**src/verilog/wdo_params.svh**
```systemverilog
// Offsets, field positions, reset values and counts of the watchdog option block.
// Assumes a 32-bit Avalon-MM slave whose byte address is four times the index.
`ifndef WDO_PARAMS_SVH
`define WDO_PARAMS_SVH

`define WDO_IDX_PROTECT 16'h0000
`define WDO_IDX_ACTION 16'h0001
`define WDO_IDX_REFRESH 16'h0002
`define WDO_IDX_START 16'h0003
`define WDO_IDX_STATUS 16'h0004
`define WDO_IDX_MASK 16'h0005
`define WDO_IDX_COUNT 16'h0006
`define WDO_IDX_WDOG_OPT 16'hFFDB
`define WDO_IDX_RESET_OPT 16'hFFFF

`define WDO_RO_AUTOSTART 0
`define WDO_RO_CP_DISABLE 2
`define WDO_RO_CP_ENABLE 3
`define WDO_RO_LEVEL_LO 4
`define WDO_RO_LEVEL_HI 5
`define WDO_RO_VMON 6
`define WDO_RO_PROTECT 7
`define WDO_WO_RELOAD_LO 0
`define WDO_WO_RELOAD_HI 1
`define WDO_WO_WINDOW_LO 2
`define WDO_WO_WINDOW_HI 3

`define WDO_PROTECT_BIT 7
`define WDO_ACTION_BIT 2
`define WDO_ST_UNDERFLOW 0
`define WDO_ST_ILLEGAL 1

`define WDO_ERASED 8'hFF
`define WDO_RELOAD_0 14'h03FF
`define WDO_RELOAD_1 14'h0FFF
`define WDO_RELOAD_2 14'h1FFF
`define WDO_RELOAD_3 14'h3FFF
`define WDO_REFRESH_FIRST 8'h00
`define WDO_REFRESH_SECOND 8'hFF
`define WDO_PRESCALE_LAST 4'hF

`endif

```
**src/verilog/wdo_pkg.sv**
```systemverilog
// Types shared by the watchdog option block.
// Assumes the constants of wdo_params.svh are included where needed.
package wdo_pkg;
    typedef enum logic [1:0] {WDO_SYNC1, WDO_SYNC2, WDO_LATCH, WDO_ACTIVE} wdo_state_t;
    typedef logic [13:0] wdo_count_t;
endpackage
```
**src/verilog/wdo_option_config.sv**
```systemverilog
// Watchdog configuration: option bytes, count source protection, counter and window check.
// Assumes option bytes arrive as flash pins and the low-speed oscillator as a pin level.
`timescale 1ns/100ps
`include "wdo_params.svh"

module wdo_option_config import wdo_pkg::*; (
    input wire logic clock,
    input wire logic rst_n,
    input wire logic [17:0] avsAddress,
    input wire logic avsRead,
    input wire logic avsWrite,
    input wire logic [31:0] avsWritedata,
    input wire logic [3:0] avsByteenable,
    output logic [31:0] avsReaddata,
    output logic avsWaitrequest,
    input wire logic [7:0] resetOptionPin,
    input wire logic [7:0] watchdogOptionPin,
    input wire logic resetOptErased,
    input wire logic wdogOptErased,
    input wire logic lowSpeedClkPin,
    output logic irq,
    output logic wdogResetReq,
    output logic countSourceLow,
    output logic [13:0] reloadCount,
    output logic [1:0] refreshWindowSel,
    output logic codeProtectOn,
    output logic [1:0] detectLevelSel,
    output logic voltMonitorOn,
    output logic wdogRunning
);

    // Two sync cycles and one latch cycle pass before the bus is served
    wdo_state_t state_q, state_d;
    logic [7:0] rOpt1_q, rOpt2_q, wOpt1_q, wOpt2_q;
    logic [1:0] blank1_q, blank2_q;
    logic ls1_q, ls2_q, ls3_q;
    logic [7:0] rOpt_q, rOpt_d, wOpt_q, wOpt_d;
    logic protect_q, protect_d, arm_q, arm_d, action_q, action_d;
    logic refArm_q, refArm_d, running_q, running_d;
    logic [3:0] pre_q, pre_d;
    wdo_count_t cnt_q, cnt_d, reload_q, reload_d;
    logic [1:0] status_q, status_d, mask_q, mask_d;
    logic irq_q, irq_d, rstReq_q, rstReq_d;
    logic codeProt_q, codeProt_d, vmon_q, vmon_d;
    logic waitReq_q, waitReq_d;
    logic [31:0] rdata_q, rdata_d, rdMux;
    logic [15:0] idx;
    logic [7:0] wByte, erasedR, erasedW;
    logic wrDo, tick, inWindow;
    logic [1:0] evSet, evClr;

    assign idx = avsAddress[17:2];
    assign wByte = avsWritedata[7:0];
    assign wrDo = avsWrite && !waitReq_q && avsByteenable[0];
    // An erased block reads all ones, whatever the pins show
    assign erasedR = blank1_q[1] ? `WDO_ERASED : rOpt2_q;
    assign erasedW = blank2_q[1] ? `WDO_ERASED : wOpt2_q;

    // Window ends at underflow, so it is the last fraction of the count
    always_comb begin
        unique case (wOpt_q[`WDO_WO_WINDOW_HI:`WDO_WO_WINDOW_LO])
            2'b00: inWindow = cnt_q <= (reload_q >> 2);
            2'b01: inWindow = cnt_q <= (reload_q >> 1);
            2'b10: inWindow = cnt_q <= (reload_q - (reload_q >> 2));
            2'b11: inWindow = 1'b1;
        endcase
    end

    // Reserved bits and unmapped indices read zero
    always_comb begin
        rdMux = 32'h0000_0000;
        unique case (idx)
            `WDO_IDX_PROTECT: rdMux[`WDO_PROTECT_BIT] = protect_q;
            `WDO_IDX_ACTION: rdMux[`WDO_ACTION_BIT] = action_q;
            `WDO_IDX_STATUS: rdMux[1:0] = status_q;
            `WDO_IDX_MASK: rdMux[1:0] = mask_q;
            `WDO_IDX_COUNT: rdMux[13:0] = cnt_q;
            `WDO_IDX_WDOG_OPT: rdMux[7:0] = wOpt_q;
            `WDO_IDX_RESET_OPT: rdMux[7:0] = rOpt_q;
            default: rdMux = 32'h0000_0000;
        endcase
    end

    // Protected mode counts oscillator rising edges sampled on clock; otherwise every clock counts
    // Oscillator pulses shorter than one clock can be lost in the synchroniser
    assign tick = protect_q ? (ls2_q && !ls3_q) : 1'b1;

    always_comb begin
        state_d = state_q;
        rOpt_d = rOpt_q;
        wOpt_d = wOpt_q;
        protect_d = protect_q;
        arm_d = arm_q;
        action_d = action_q;
        refArm_d = refArm_q;
        running_d = running_q;
        pre_d = pre_q;
        cnt_d = cnt_q;
        reload_d = reload_q;
        mask_d = mask_q;
        codeProt_d = codeProt_q;
        vmon_d = vmon_q;
        rstReq_d = 1'b0;
        evSet = 2'b00;
        evClr = 2'b00;
        rdata_d = rdata_q;
        // Bus held off until option bytes are loaded
        // Once active, every request gets exactly one wait state
        waitReq_d = !((avsRead || avsWrite) && waitReq_q && state_q == WDO_ACTIVE);
        if ((avsRead || avsWrite) && waitReq_q && state_q == WDO_ACTIVE) begin
            rdata_d = avsRead ? rdMux : 32'h0000_0000;
        end
        unique case (state_q)
            WDO_SYNC1: state_d = WDO_SYNC2;
            WDO_SYNC2: state_d = WDO_LATCH;
            WDO_LATCH: begin
                // Option bytes are taken from flash only here, never from stores
                rOpt_d = erasedR;
                wOpt_d = erasedW;
                running_d = !erasedR[`WDO_RO_AUTOSTART];
                protect_d = !erasedR[`WDO_RO_PROTECT];
                action_d = !erasedR[`WDO_RO_PROTECT];
                codeProt_d = erasedR[`WDO_RO_CP_DISABLE] && !erasedR[`WDO_RO_CP_ENABLE];
                vmon_d = !erasedR[`WDO_RO_VMON];
                unique case (erasedW[`WDO_WO_RELOAD_HI:`WDO_WO_RELOAD_LO])
                    2'b00: reload_d = `WDO_RELOAD_0;
                    2'b01: reload_d = `WDO_RELOAD_1;
                    2'b10: reload_d = `WDO_RELOAD_2;
                    2'b11: reload_d = `WDO_RELOAD_3;
                endcase
                cnt_d = reload_d;
                state_d = WDO_ACTIVE;
            end
            WDO_ACTIVE: begin
                // Prescaler is not cleared by a refresh, so a period may end early
                if (running_q && tick) begin
                    pre_d = pre_q + 4'h1;
                    if (pre_q == `WDO_PRESCALE_LAST) begin
                        if (cnt_q == 14'h0000) begin
                            cnt_d = reload_q;
                            evSet[`WDO_ST_UNDERFLOW] = 1'b1;
                        end else begin
                            cnt_d = cnt_q - 14'h0001;
                        end
                    end
                end
                if (wrDo) begin
                    unique case (idx)
                        `WDO_IDX_PROTECT: begin
                            // Software keeps interrupts off between the two writes
                            // Arm survives other writes; only a write of 1 uses it up
                            if (!wByte[`WDO_PROTECT_BIT]) begin
                                arm_d = 1'b1;
                            end else if (arm_q) begin
                                protect_d = 1'b1;
                                action_d = 1'b1;
                                arm_d = 1'b0;
                            end
                            // A zero never clears protect_q
                        end
                        `WDO_IDX_ACTION: begin
                            // Action bit is set-only; a zero write leaves it
                            if (wByte[`WDO_ACTION_BIT]) begin
                                action_d = 1'b1;
                            end
                        end
                        `WDO_IDX_START: running_d = 1'b1;
                        `WDO_IDX_REFRESH: begin
                            // Refresh while stopped is ignored
                            // Any value other than 00h drops the arm
                            if (wByte == `WDO_REFRESH_FIRST) begin
                                refArm_d = 1'b1;
                            end else begin
                                refArm_d = 1'b0;
                                if (wByte == `WDO_REFRESH_SECOND && refArm_q && running_q) begin
                                    if (inWindow) begin
                                        cnt_d = reload_q;
                                    end else begin
                                        evSet[`WDO_ST_ILLEGAL] = 1'b1;
                                    end
                                end
                            end
                        end
                        `WDO_IDX_STATUS: evClr = wByte[1:0];
                        `WDO_IDX_MASK: mask_d = wByte[1:0];
                        `WDO_IDX_WDOG_OPT, `WDO_IDX_RESET_OPT: begin
                            // Option bytes are flash data; stores never reach them
                        end
                        default: begin
                        end
                    endcase
                end
                if (|evSet && action_q) begin
                    rstReq_d = 1'b1;
                end
            end
        endcase
        // Hardware set wins over a same-cycle clear
        status_d = (status_q & ~evClr) | evSet;
        irq_d = |(status_d & mask_d);
    end

    // Flash pins and oscillator pass two flops before any logic reads them
    always_ff @(posedge clock or negedge rst_n) begin
        if (!rst_n) begin
            rOpt1_q <= 8'hFF;
            rOpt2_q <= 8'hFF;
            wOpt1_q <= 8'hFF;
            wOpt2_q <= 8'hFF;
            blank1_q <= 2'b00;
            blank2_q <= 2'b00;
            ls1_q <= 1'b0;
            ls2_q <= 1'b0;
            ls3_q <= 1'b0;
        end else begin
            rOpt1_q <= resetOptionPin;
            rOpt2_q <= rOpt1_q;
            wOpt1_q <= watchdogOptionPin;
            wOpt2_q <= wOpt1_q;
            blank1_q <= {blank1_q[0], resetOptErased};
            blank2_q <= {blank2_q[0], wdogOptErased};
            ls1_q <= lowSpeedClkPin;
            ls2_q <= ls1_q;
            ls3_q <= ls2_q;
        end
    end

    always_ff @(posedge clock or negedge rst_n) begin
        if (!rst_n) begin
            state_q <= WDO_SYNC1;
            rOpt_q <= 8'hFF;
            wOpt_q <= 8'hFF;
            protect_q <= 1'b0;
            arm_q <= 1'b0;
            action_q <= 1'b0;
            refArm_q <= 1'b0;
            running_q <= 1'b0;
            pre_q <= 4'h0;
            cnt_q <= 14'h0000;
            reload_q <= 14'h0000;
            status_q <= 2'b00;
            mask_q <= 2'b00;
            irq_q <= 1'b0;
            rstReq_q <= 1'b0;
            codeProt_q <= 1'b0;
            vmon_q <= 1'b0;
            waitReq_q <= 1'b1;
            rdata_q <= 32'h0000_0000;
        end else begin
            state_q <= state_d;
            rOpt_q <= rOpt_d;
            wOpt_q <= wOpt_d;
            protect_q <= protect_d;
            arm_q <= arm_d;
            action_q <= action_d;
            refArm_q <= refArm_d;
            running_q <= running_d;
            pre_q <= pre_d;
            cnt_q <= cnt_d;
            reload_q <= reload_d;
            status_q <= status_d;
            mask_q <= mask_d;
            irq_q <= irq_d;
            rstReq_q <= rstReq_d;
            codeProt_q <= codeProt_d;
            vmon_q <= vmon_d;
            waitReq_q <= waitReq_d;
            rdata_q <= rdata_d;
        end
    end

    // Every output comes straight from a register
    assign avsReaddata = rdata_q;
    assign avsWaitrequest = waitReq_q;
    assign irq = irq_q;
    assign wdogResetReq = rstReq_q;
    assign countSourceLow = protect_q;
    assign reloadCount = reload_q;
    assign refreshWindowSel = wOpt_q[`WDO_WO_WINDOW_HI:`WDO_WO_WINDOW_LO];
    assign codeProtectOn = codeProt_q;
    assign detectLevelSel = rOpt_q[`WDO_RO_LEVEL_HI:`WDO_RO_LEVEL_LO];
    assign voltMonitorOn = vmon_q;
    assign wdogRunning = running_q;

endmodule

```
**config.mk**
```make
export PLATFORM = sky130hd
export DESIGN_NAME = wdo_option_config
export DESIGN_NICKNAME = d
export VERILOG_FILES = /design/src/verilog/wdo_pkg.sv /design/src/verilog/wdo_option_config.sv
export VERILOG_INCLUDE_DIRS = /design/src /design/src/verilog
export SDC_FILE = /design/constraint.sdc
export NUM_CORES = 1
export LEC_CHECK = 0
export BUFFER_PORTS_ARGS = -buffer_cell sky130_fd_sc_hd__buf_4
export CORE_UTILIZATION = 59
export DETAILED_ROUTE_END_ITERATION = 6
export GPL_TIMING_DRIVEN = 0
export PLACE_DENSITY = 0.86
export SYNTH_ARGS = -nofsm -noshare
export SYNTH_HDL_FRONTEND = slang
export SYNTH_SLANG_ARGS = --single-unit
```
**constraint.sdc**
```tcl
create_clock -name clock -period 7.5 [get_ports clock]
set_input_delay 1.875 -clock clock [delete_from_list [all_inputs] [get_ports clock]]
set_output_delay 1.875 -clock clock [all_outputs]
set_load 0.005 [all_outputs]
```
* After elaboration in Yosys (flattened, before gate mapping)
Cells that the tools add are included.
Widths: inputs -> output; s select.
** Operators by class
- Add/sub/neg operators :: 3
- $lt $le $gt $ge :: 3
- Equal/unequal tests :: 28
- Muxes and demuxes :: 54
- Bitwise logic cells :: 4
- Reduce and logical (&&, ||, !) cells :: 34
** Operators by type and width (number)
- $mux 14 :: 9
- $pmux 14 s4 :: 1
- $eq 16x3->1 const B :: 3
- $eq 16x16->1 const B :: 2
- $eq 16x2->1 const B :: 2
- $pmux 14 s2 :: 1
- $mux 1 :: 23
- $eq 16x1->1 const B :: 1
- $logic_not 16->1 :: 1
- $mux 8 :: 2
- $le 14x12->1 :: 1
- $le 14x13->1 :: 1
- $le 14x14->1 :: 1
- $logic_not 14->1 :: 1
- $mux 2 :: 7
- $sub 14x1->14 const B :: 1
- $sub 14x12->14 :: 1
- $eq 2x2->1 const B :: 6
- $pmux 1 s4 :: 3
- $pmux 4 s3 :: 1
- $logic_and 1x1->1 :: 10
- $pmux 2 s5 :: 1
- $ne 3x3->1 const B :: 3
- $reduce_and 3->1 :: 3
- 23 further kinds :: 41
** Word-level totals
- Register bits :: 135
- Bits of input ports :: 77
- Output and inout port bits :: 57
- Word-level logic and storage cells :: 154

* Logic depth before layout (Yosys ltp)
- Depth after elaboration :: 13
- Gate-level depth with buffers :: 16

* Worst setup path before layout
OpenSTA, ideal clock, no wires.
- Path type :: input port to flip-flop
- Start :: input port avsAddress[5]
- End :: register irq_q, in the netlist irq
- Setup time :: 0.122 ns
- Data arrival time :: 3.908 ns
- Path slack :: 3.470 ns
- Cell stages on the path :: 6
- Cells stage by stage :: or4_1 > or3b_2 > or3_1 > nor2_1 > mux2_2 > o2bb2ai_1
** RTL lines
- from (decl) :: RTL line wdo_option_config.sv:9 : input wire logic [17:0] avsAddress,
- $eq 16x3->1 :: RTL line wdo_option_config.sv:148 : unique case (idx)
- $mux 2 :: RTL line wdo_option_config.sv:148
- $mux 2 :: RTL line wdo_option_config.sv:147 : if (wrDo) begin
- $mux 2 :: RTL line wdo_option_config.sv:113 : unique case (state_q)
- net mask_d[0] :: RTL line wdo_option_config.sv:42 : logic [1:0] status_q, status_d, mask_q, mask_d;
- $and 2x2->2 :: RTL line wdo_option_config.sv:200 : irq_d = |(status_d & mask_d);
- $reduce_or 2->1 :: RTL line wdo_option_config.sv:200
- net irq_d :: RTL line wdo_option_config.sv:43 : logic irq_q, irq_d, rstReq_q, rstReq_d;
- to (signal assigned) :: RTL line wdo_option_config.sv:263 : irq_q <= irq_d;
- to (decl) :: RTL line wdo_option_config.sv:43
The timed path passes the listed nets, and every way through them passes these cells. The select of a mux whose other input is x is not followed.
A chain may end at the register's enable or synchronous reset.

* Worst setup path in the final report
- Start :: register reload_q[9], in the netlist reloadCount[9]
- End :: register cnt_q[10]
** Between the ends
- Cells in the longest elaborated chain, start to end :: 9
** Ends and longest elaborated chain
- from (decl) :: RTL line wdo_option_config.sv:41 : wdo_count_t cnt_q, cnt_d, reload_q, reload_d;
- from (signal assigned) :: RTL line wdo_option_config.sv:260 : reload_q <= reload_d;
- $sub 14x12->14 :: RTL line wdo_option_config.sv:64 : 2'b10: inWindow = cnt_q <= (reload_q - (reload_q >> 2));
- $le 14x14->1 :: RTL line wdo_option_config.sv:64
- $pmux 1 s4 (*) :: RTL line wdo_option_config.sv:61 : unique case (wOpt_q[`WDO_WO_WINDOW_HI:`WDO_WO_WINDOW_LO])
- $mux 14 (*) :: RTL line wdo_option_config.sv:176 : if (inWindow) begin
- $mux 14 (*) :: RTL line wdo_option_config.sv:175 : if (wByte == `WDO_REFRESH_SECOND && refArm_q && running_q) begin
- $mux 14 (*) :: RTL line wdo_option_config.sv:171 : if (wByte == `WDO_REFRESH_FIRST) begin
- $mux 14 (*) :: RTL line wdo_option_config.sv:148
- $mux 14 (*) :: RTL line wdo_option_config.sv:147
- $pmux 14 s2 (*) :: RTL line wdo_option_config.sv:113
- to (signal assigned) :: RTL line wdo_option_config.sv:259 : cnt_q <= cnt_d;
- to (decl) :: RTL line wdo_option_config.sv:41
Every way passes the cells marked *; elsewhere a longest branch is shown, timed or not.

==> results.md <==
- The run finished with clean final reports.
- The multiplexer fraction of the synthesized cell area is 0.0266.
- The initial utilization of the core area, before any placement, comes to 0.618.
- The library cell used most frequently in the layout, excluding fill and tap cells, is buf_4.
- The proportion of layout cells with a drive suffix above 1 is 0.289.
- The worst setup skew after layout is 0.0211 ns.
- The maximum number of pins on one net before global-route repair is 108.
- The switching power is 0.324 mW.
- The post-synthesis compound-gate area fraction is 0.175.
- The number of rows created at floorplan is 35.
- The critical path goes through inv_1 -> ha_1 -> o21a_1 -> o21a_1 -> nor3_1 -> xnor2_1 -> ha_1 -> nand4_1 -> nor4_2 -> a311oi_1 -> o21bai_4 -> a2111oi_4 -> buf_6 -> mux2i_1 -> mux2i_1.
- The class of the worst hold path is flop to flop.
- Of the total power, the share spent switching nets is 0.282.
- The element type at the critical path start is a flop.
- The share of the synthesized area in the top cell type is 0.251.
- For the worst setup path, the data required time is 7.74 ns.
- Setup repair after global routing left no endpoint under its margin.
- The largest stage delay on the critical path is 0.78 ns.
- At the end of the flow, the number of nets in the layout was 804.
- The mapped netlist covers 5790 sq um.
- STA puts the critical path data arrival time at 4.94 ns.
- The post-synthesis sequential element count is 107.
- The number of different library cells used by synthesis comes to 74.
- The average instance area after synthesis is 9.98 sq um.
- Timing analysis after detailed placement gives a worst setup slack of 2.81 ns.
- The post-synthesis async set-or-reset flop share is 1.00.
- Cell internal power was estimated by the tool at 0.825 mW.
- The peak fanout along the critical path is 21.
- The DRC violation count after routing is 0.
- For this run, the register share of the synthesized area comes to 0.473.
- Setup slack on the critical path of the routed design comes to 2.80 ns.
- The final routed wirelength across all metal layers is 14700 um.
- The cell count after synthesis is 580.
- The headroom to the max-slew limit is 0.275.
- Buffers inserted during clock tree synthesis total 9.
- The total global routing track utilization is 0.305.
- On the final layout, the worst hold slack is 0.354 ns.
- The combinational family with the most area after synthesis is compound AO/OA/AOI/OAI gates.
- Port buffering added 86 buffers.
- After clock tree synthesis, the clock-pin slew on the worst setup and hold paths is 0.11 ns.
- Of the total power, combinational logic draws 0.137.
- By area the synthesized netlist is led by dfrtp_1, dfstp_2, ha_1.
- At the later pin of the worst-skew pair, clock insertion delay measures 0.38 ns.
- The final-report max-slew violation count is 0.
- In the layout the commonest cells are buf_4, nor2_1, dfrtp_1, dfstp_2, a21oi_1.
- The core region area is 9370 sq um.
- Of the total synthesized cell area, the portion taken by AND, OR, NAND and NOR gates is 0.171.
- The power per cell area is 168 nW/um^2.
- The post-CTS repair timing setup buffer count is 0.
- The library cell with the largest summed area after synthesis is dfrtp_1.
- The routed wire length per instance is 17.8 um.
- Of the total synthesized cell area, the portion taken by XOR and XNOR cells is 0.00908.
- The y dimension of the die is 101 um.
- The endpoint class of the critical path is a flop.
- The adder and majority gate portion of the synthesized area is 0.0713.
- The Yosys warning count is 0.
- For this design, the CTS-stage hold fixing added 0 buffers.
- The clock tree root buffer cell is clkbuf_8.
- The post-detailed-route via-to-cell ratio is 5.93.
- The slowest library cell on the worst path is dfrtp_1.
- 0 antenna diodes ended up in the layout.
- Among all flip-flop cells after synthesis, the most frequent one is dfrtp_1.
- Setup violations remaining at the end of the flow were counted as 0.
- The area growth from synthesis to final layout is 18.3%.
- The first detailed-routing pass took 5 iterations.
- The global placer's final weighted congestion is 0.916.
- The largest buffer count on any clock path is 2.
- The first global-routing pass estimated 23900 um of wire.
- The end-of-flow core utilization is 0.731.
- The leakage power summed over all cells is 3.00 nW.
- The share of total power in the clock network is 0.296.
- In this run, the number of DRC markers left after iteration 0 of detailed routing was 418.
- The count of endpoints failing hold in the final timing report is 0.
- The final HPWL from detailed placement is 11100 um.
- The transition at the pin with the smallest max-transition slack is 1.08 ns.
- The total vias in the final route is 4910.
- The count of maximum capacitance violations is 0.
- The worst ir drop on vdd is 0.148 mV.
- The width of the chip is 101 um.
- The H-tree was split into 3 levels.
- The critical setup path kind is flop to flop.
- The number of enable-type register cells in the synthesized netlist is 0.
- The top-level I/O count is 134.
- Of the total power, registers draw 0.567.
- The floorplan step defined a die boundary enclosing 10200 sq um.
- The via count of the first global-routing pass is 5008.
- Static timing analysis puts the maximum clock frequency at 0.213 GHz.
- The initial antenna violation count is 0.
- In the final timing run, aggregate negative setup slack is 0 ns.
- TritonCTS built the clock tree.
- After clock tree synthesis, the repair step resized 0 gates.
- Of the available clock period, the critical path in the final layout requires 0.627.
- The total grt overflow is 0.
- The clock drives 107 sinks.
- The clock period minus worst slack is 4.70 ns.
- The number of nets still failing antenna checks after routing is 0.
==> Yosys cell counts (all sizes together) (4+ instances only) <==
library cell	count
nor2b	4
a22o	11
nand4	12
a222oi	5
o211ai	4
o21ai	25
a221o	4
or2	4
o31ai	6
a211oi	4
clkbuf	20
xnor2	4
a21oi	35
nor3	28
a31oi	6
and3	4
nand3	8
inv	20
nor2	74
dfrtp	58
mux2i	12
dfstp	49
ha	33
buf	37
nor4	6
or3	8
nand2	32
or4	4
o21a	10
==> critical path, delay by kind of cell (launching register included) <==
family / cells / cell delay, ns
AND/OR/NAND/NOR: 3 / 0.63
buffers and inverters: 2 / 0.64
flip-flops: 1 / 0.78
XOR/XNOR: 1 / 0.11
multiplexers: 2 / 0.32
adder cells (fa/ha/maj): 2 / 0.72
AO/OA/AOI/OAI: 5 / 1.33
==> power groups by stage <==
| stage | clock [mW] | combinational (mW) | sequential [mW] |
|---|---|---|---|
| floorplan | 0 | 0.0929 | 0.650 |
| global placement | 0 | 0.145 | 0.657 |
| detailed placement | 0 | 0.157 | 0.661 |
| CTS | 0.340 | 0.157 | 0.651 |
| global route | 0.363 | 0.177 | 0.655 |
| finish | 0.340 | 0.157 | 0.652 |
==> metal layers <==
layer | share of wire | GRT usage | vias to the layer above
li1 | - | - | 2293
met1 | 0.41 | 0.391 | 2357
met2 | 0.49 | 0.516 | 227
met3 | 0.080 | 0.0596 | 33
met4 | 0.021 | 0.111 | 0
met5 | 0 | 0 | -
==> path summary, 6_finish.rpt <==
kind	startpoint	to	slack, ns	cells after the start
max	reloadCount[9]	cnt_q[10]	2.80	15
min	wOpt1_q[5]	wOpt2_q[5]	0.35	0
max reg2reg	reloadCount[9]	cnt_q[10]	2.80	15
min reg2reg	wOpt1_q[5]	wOpt2_q[5]	0.35	0
max in group asynchronous	rst_n	refArm_q	5.27	1
min in group asynchronous	rst_n	ls1_q	1.57	1
==> area by class of cell <==
cell class	count	area, sq um
plain buffers	57	349
flip-flops and latches	107	2740
well taps	129	161
clock inverters	6	57.6
clock buffers	10	128
fillers	720	2520
inverters	20	75.1
multi-input cells	413	2690
repair buffers	86	649
==> cell families (layout without fill, tap and decap cells) <==
| kind of cell | after synthesis | in the layout |
|---|---|---|
| flops | 107 | 107 |
| xor+xnor | 6 | 6 |
| other cells | 1 | 18 |
| fa+ha+maj | 33 | 33 |
| simple gates | 199 | 199 |
| mux | 15 | 15 |
| compound gates | 142 | 142 |
| buf+inv | 77 | 179 |
==> per-stage QoR <==
stage,power (mW),cells,instance area [sq um]
floorplan,0.743,597,5850
global placement,0.802,812,6660
global route,1.19,828,6850
detailed placement,0.817,812,6660
CTS,1.15,828,6850
finish,1.15,828,6850
==> state kept, by name (all words and copies together) (netlist names), 2 cells and up <==
register	flops
wOpt1_q	8
wOpt_q	8
pre_q	4
rOpt2_q	8
status_q	2
avsReaddata	14
wOpt2_q	8
blank2_q	2
reloadCount	4
blank1_q	2
mask_q	2
rOpt_q	8
rOpt1_q	8
state_q	2
cnt_q	14
(Power assumes the default switching activity.)
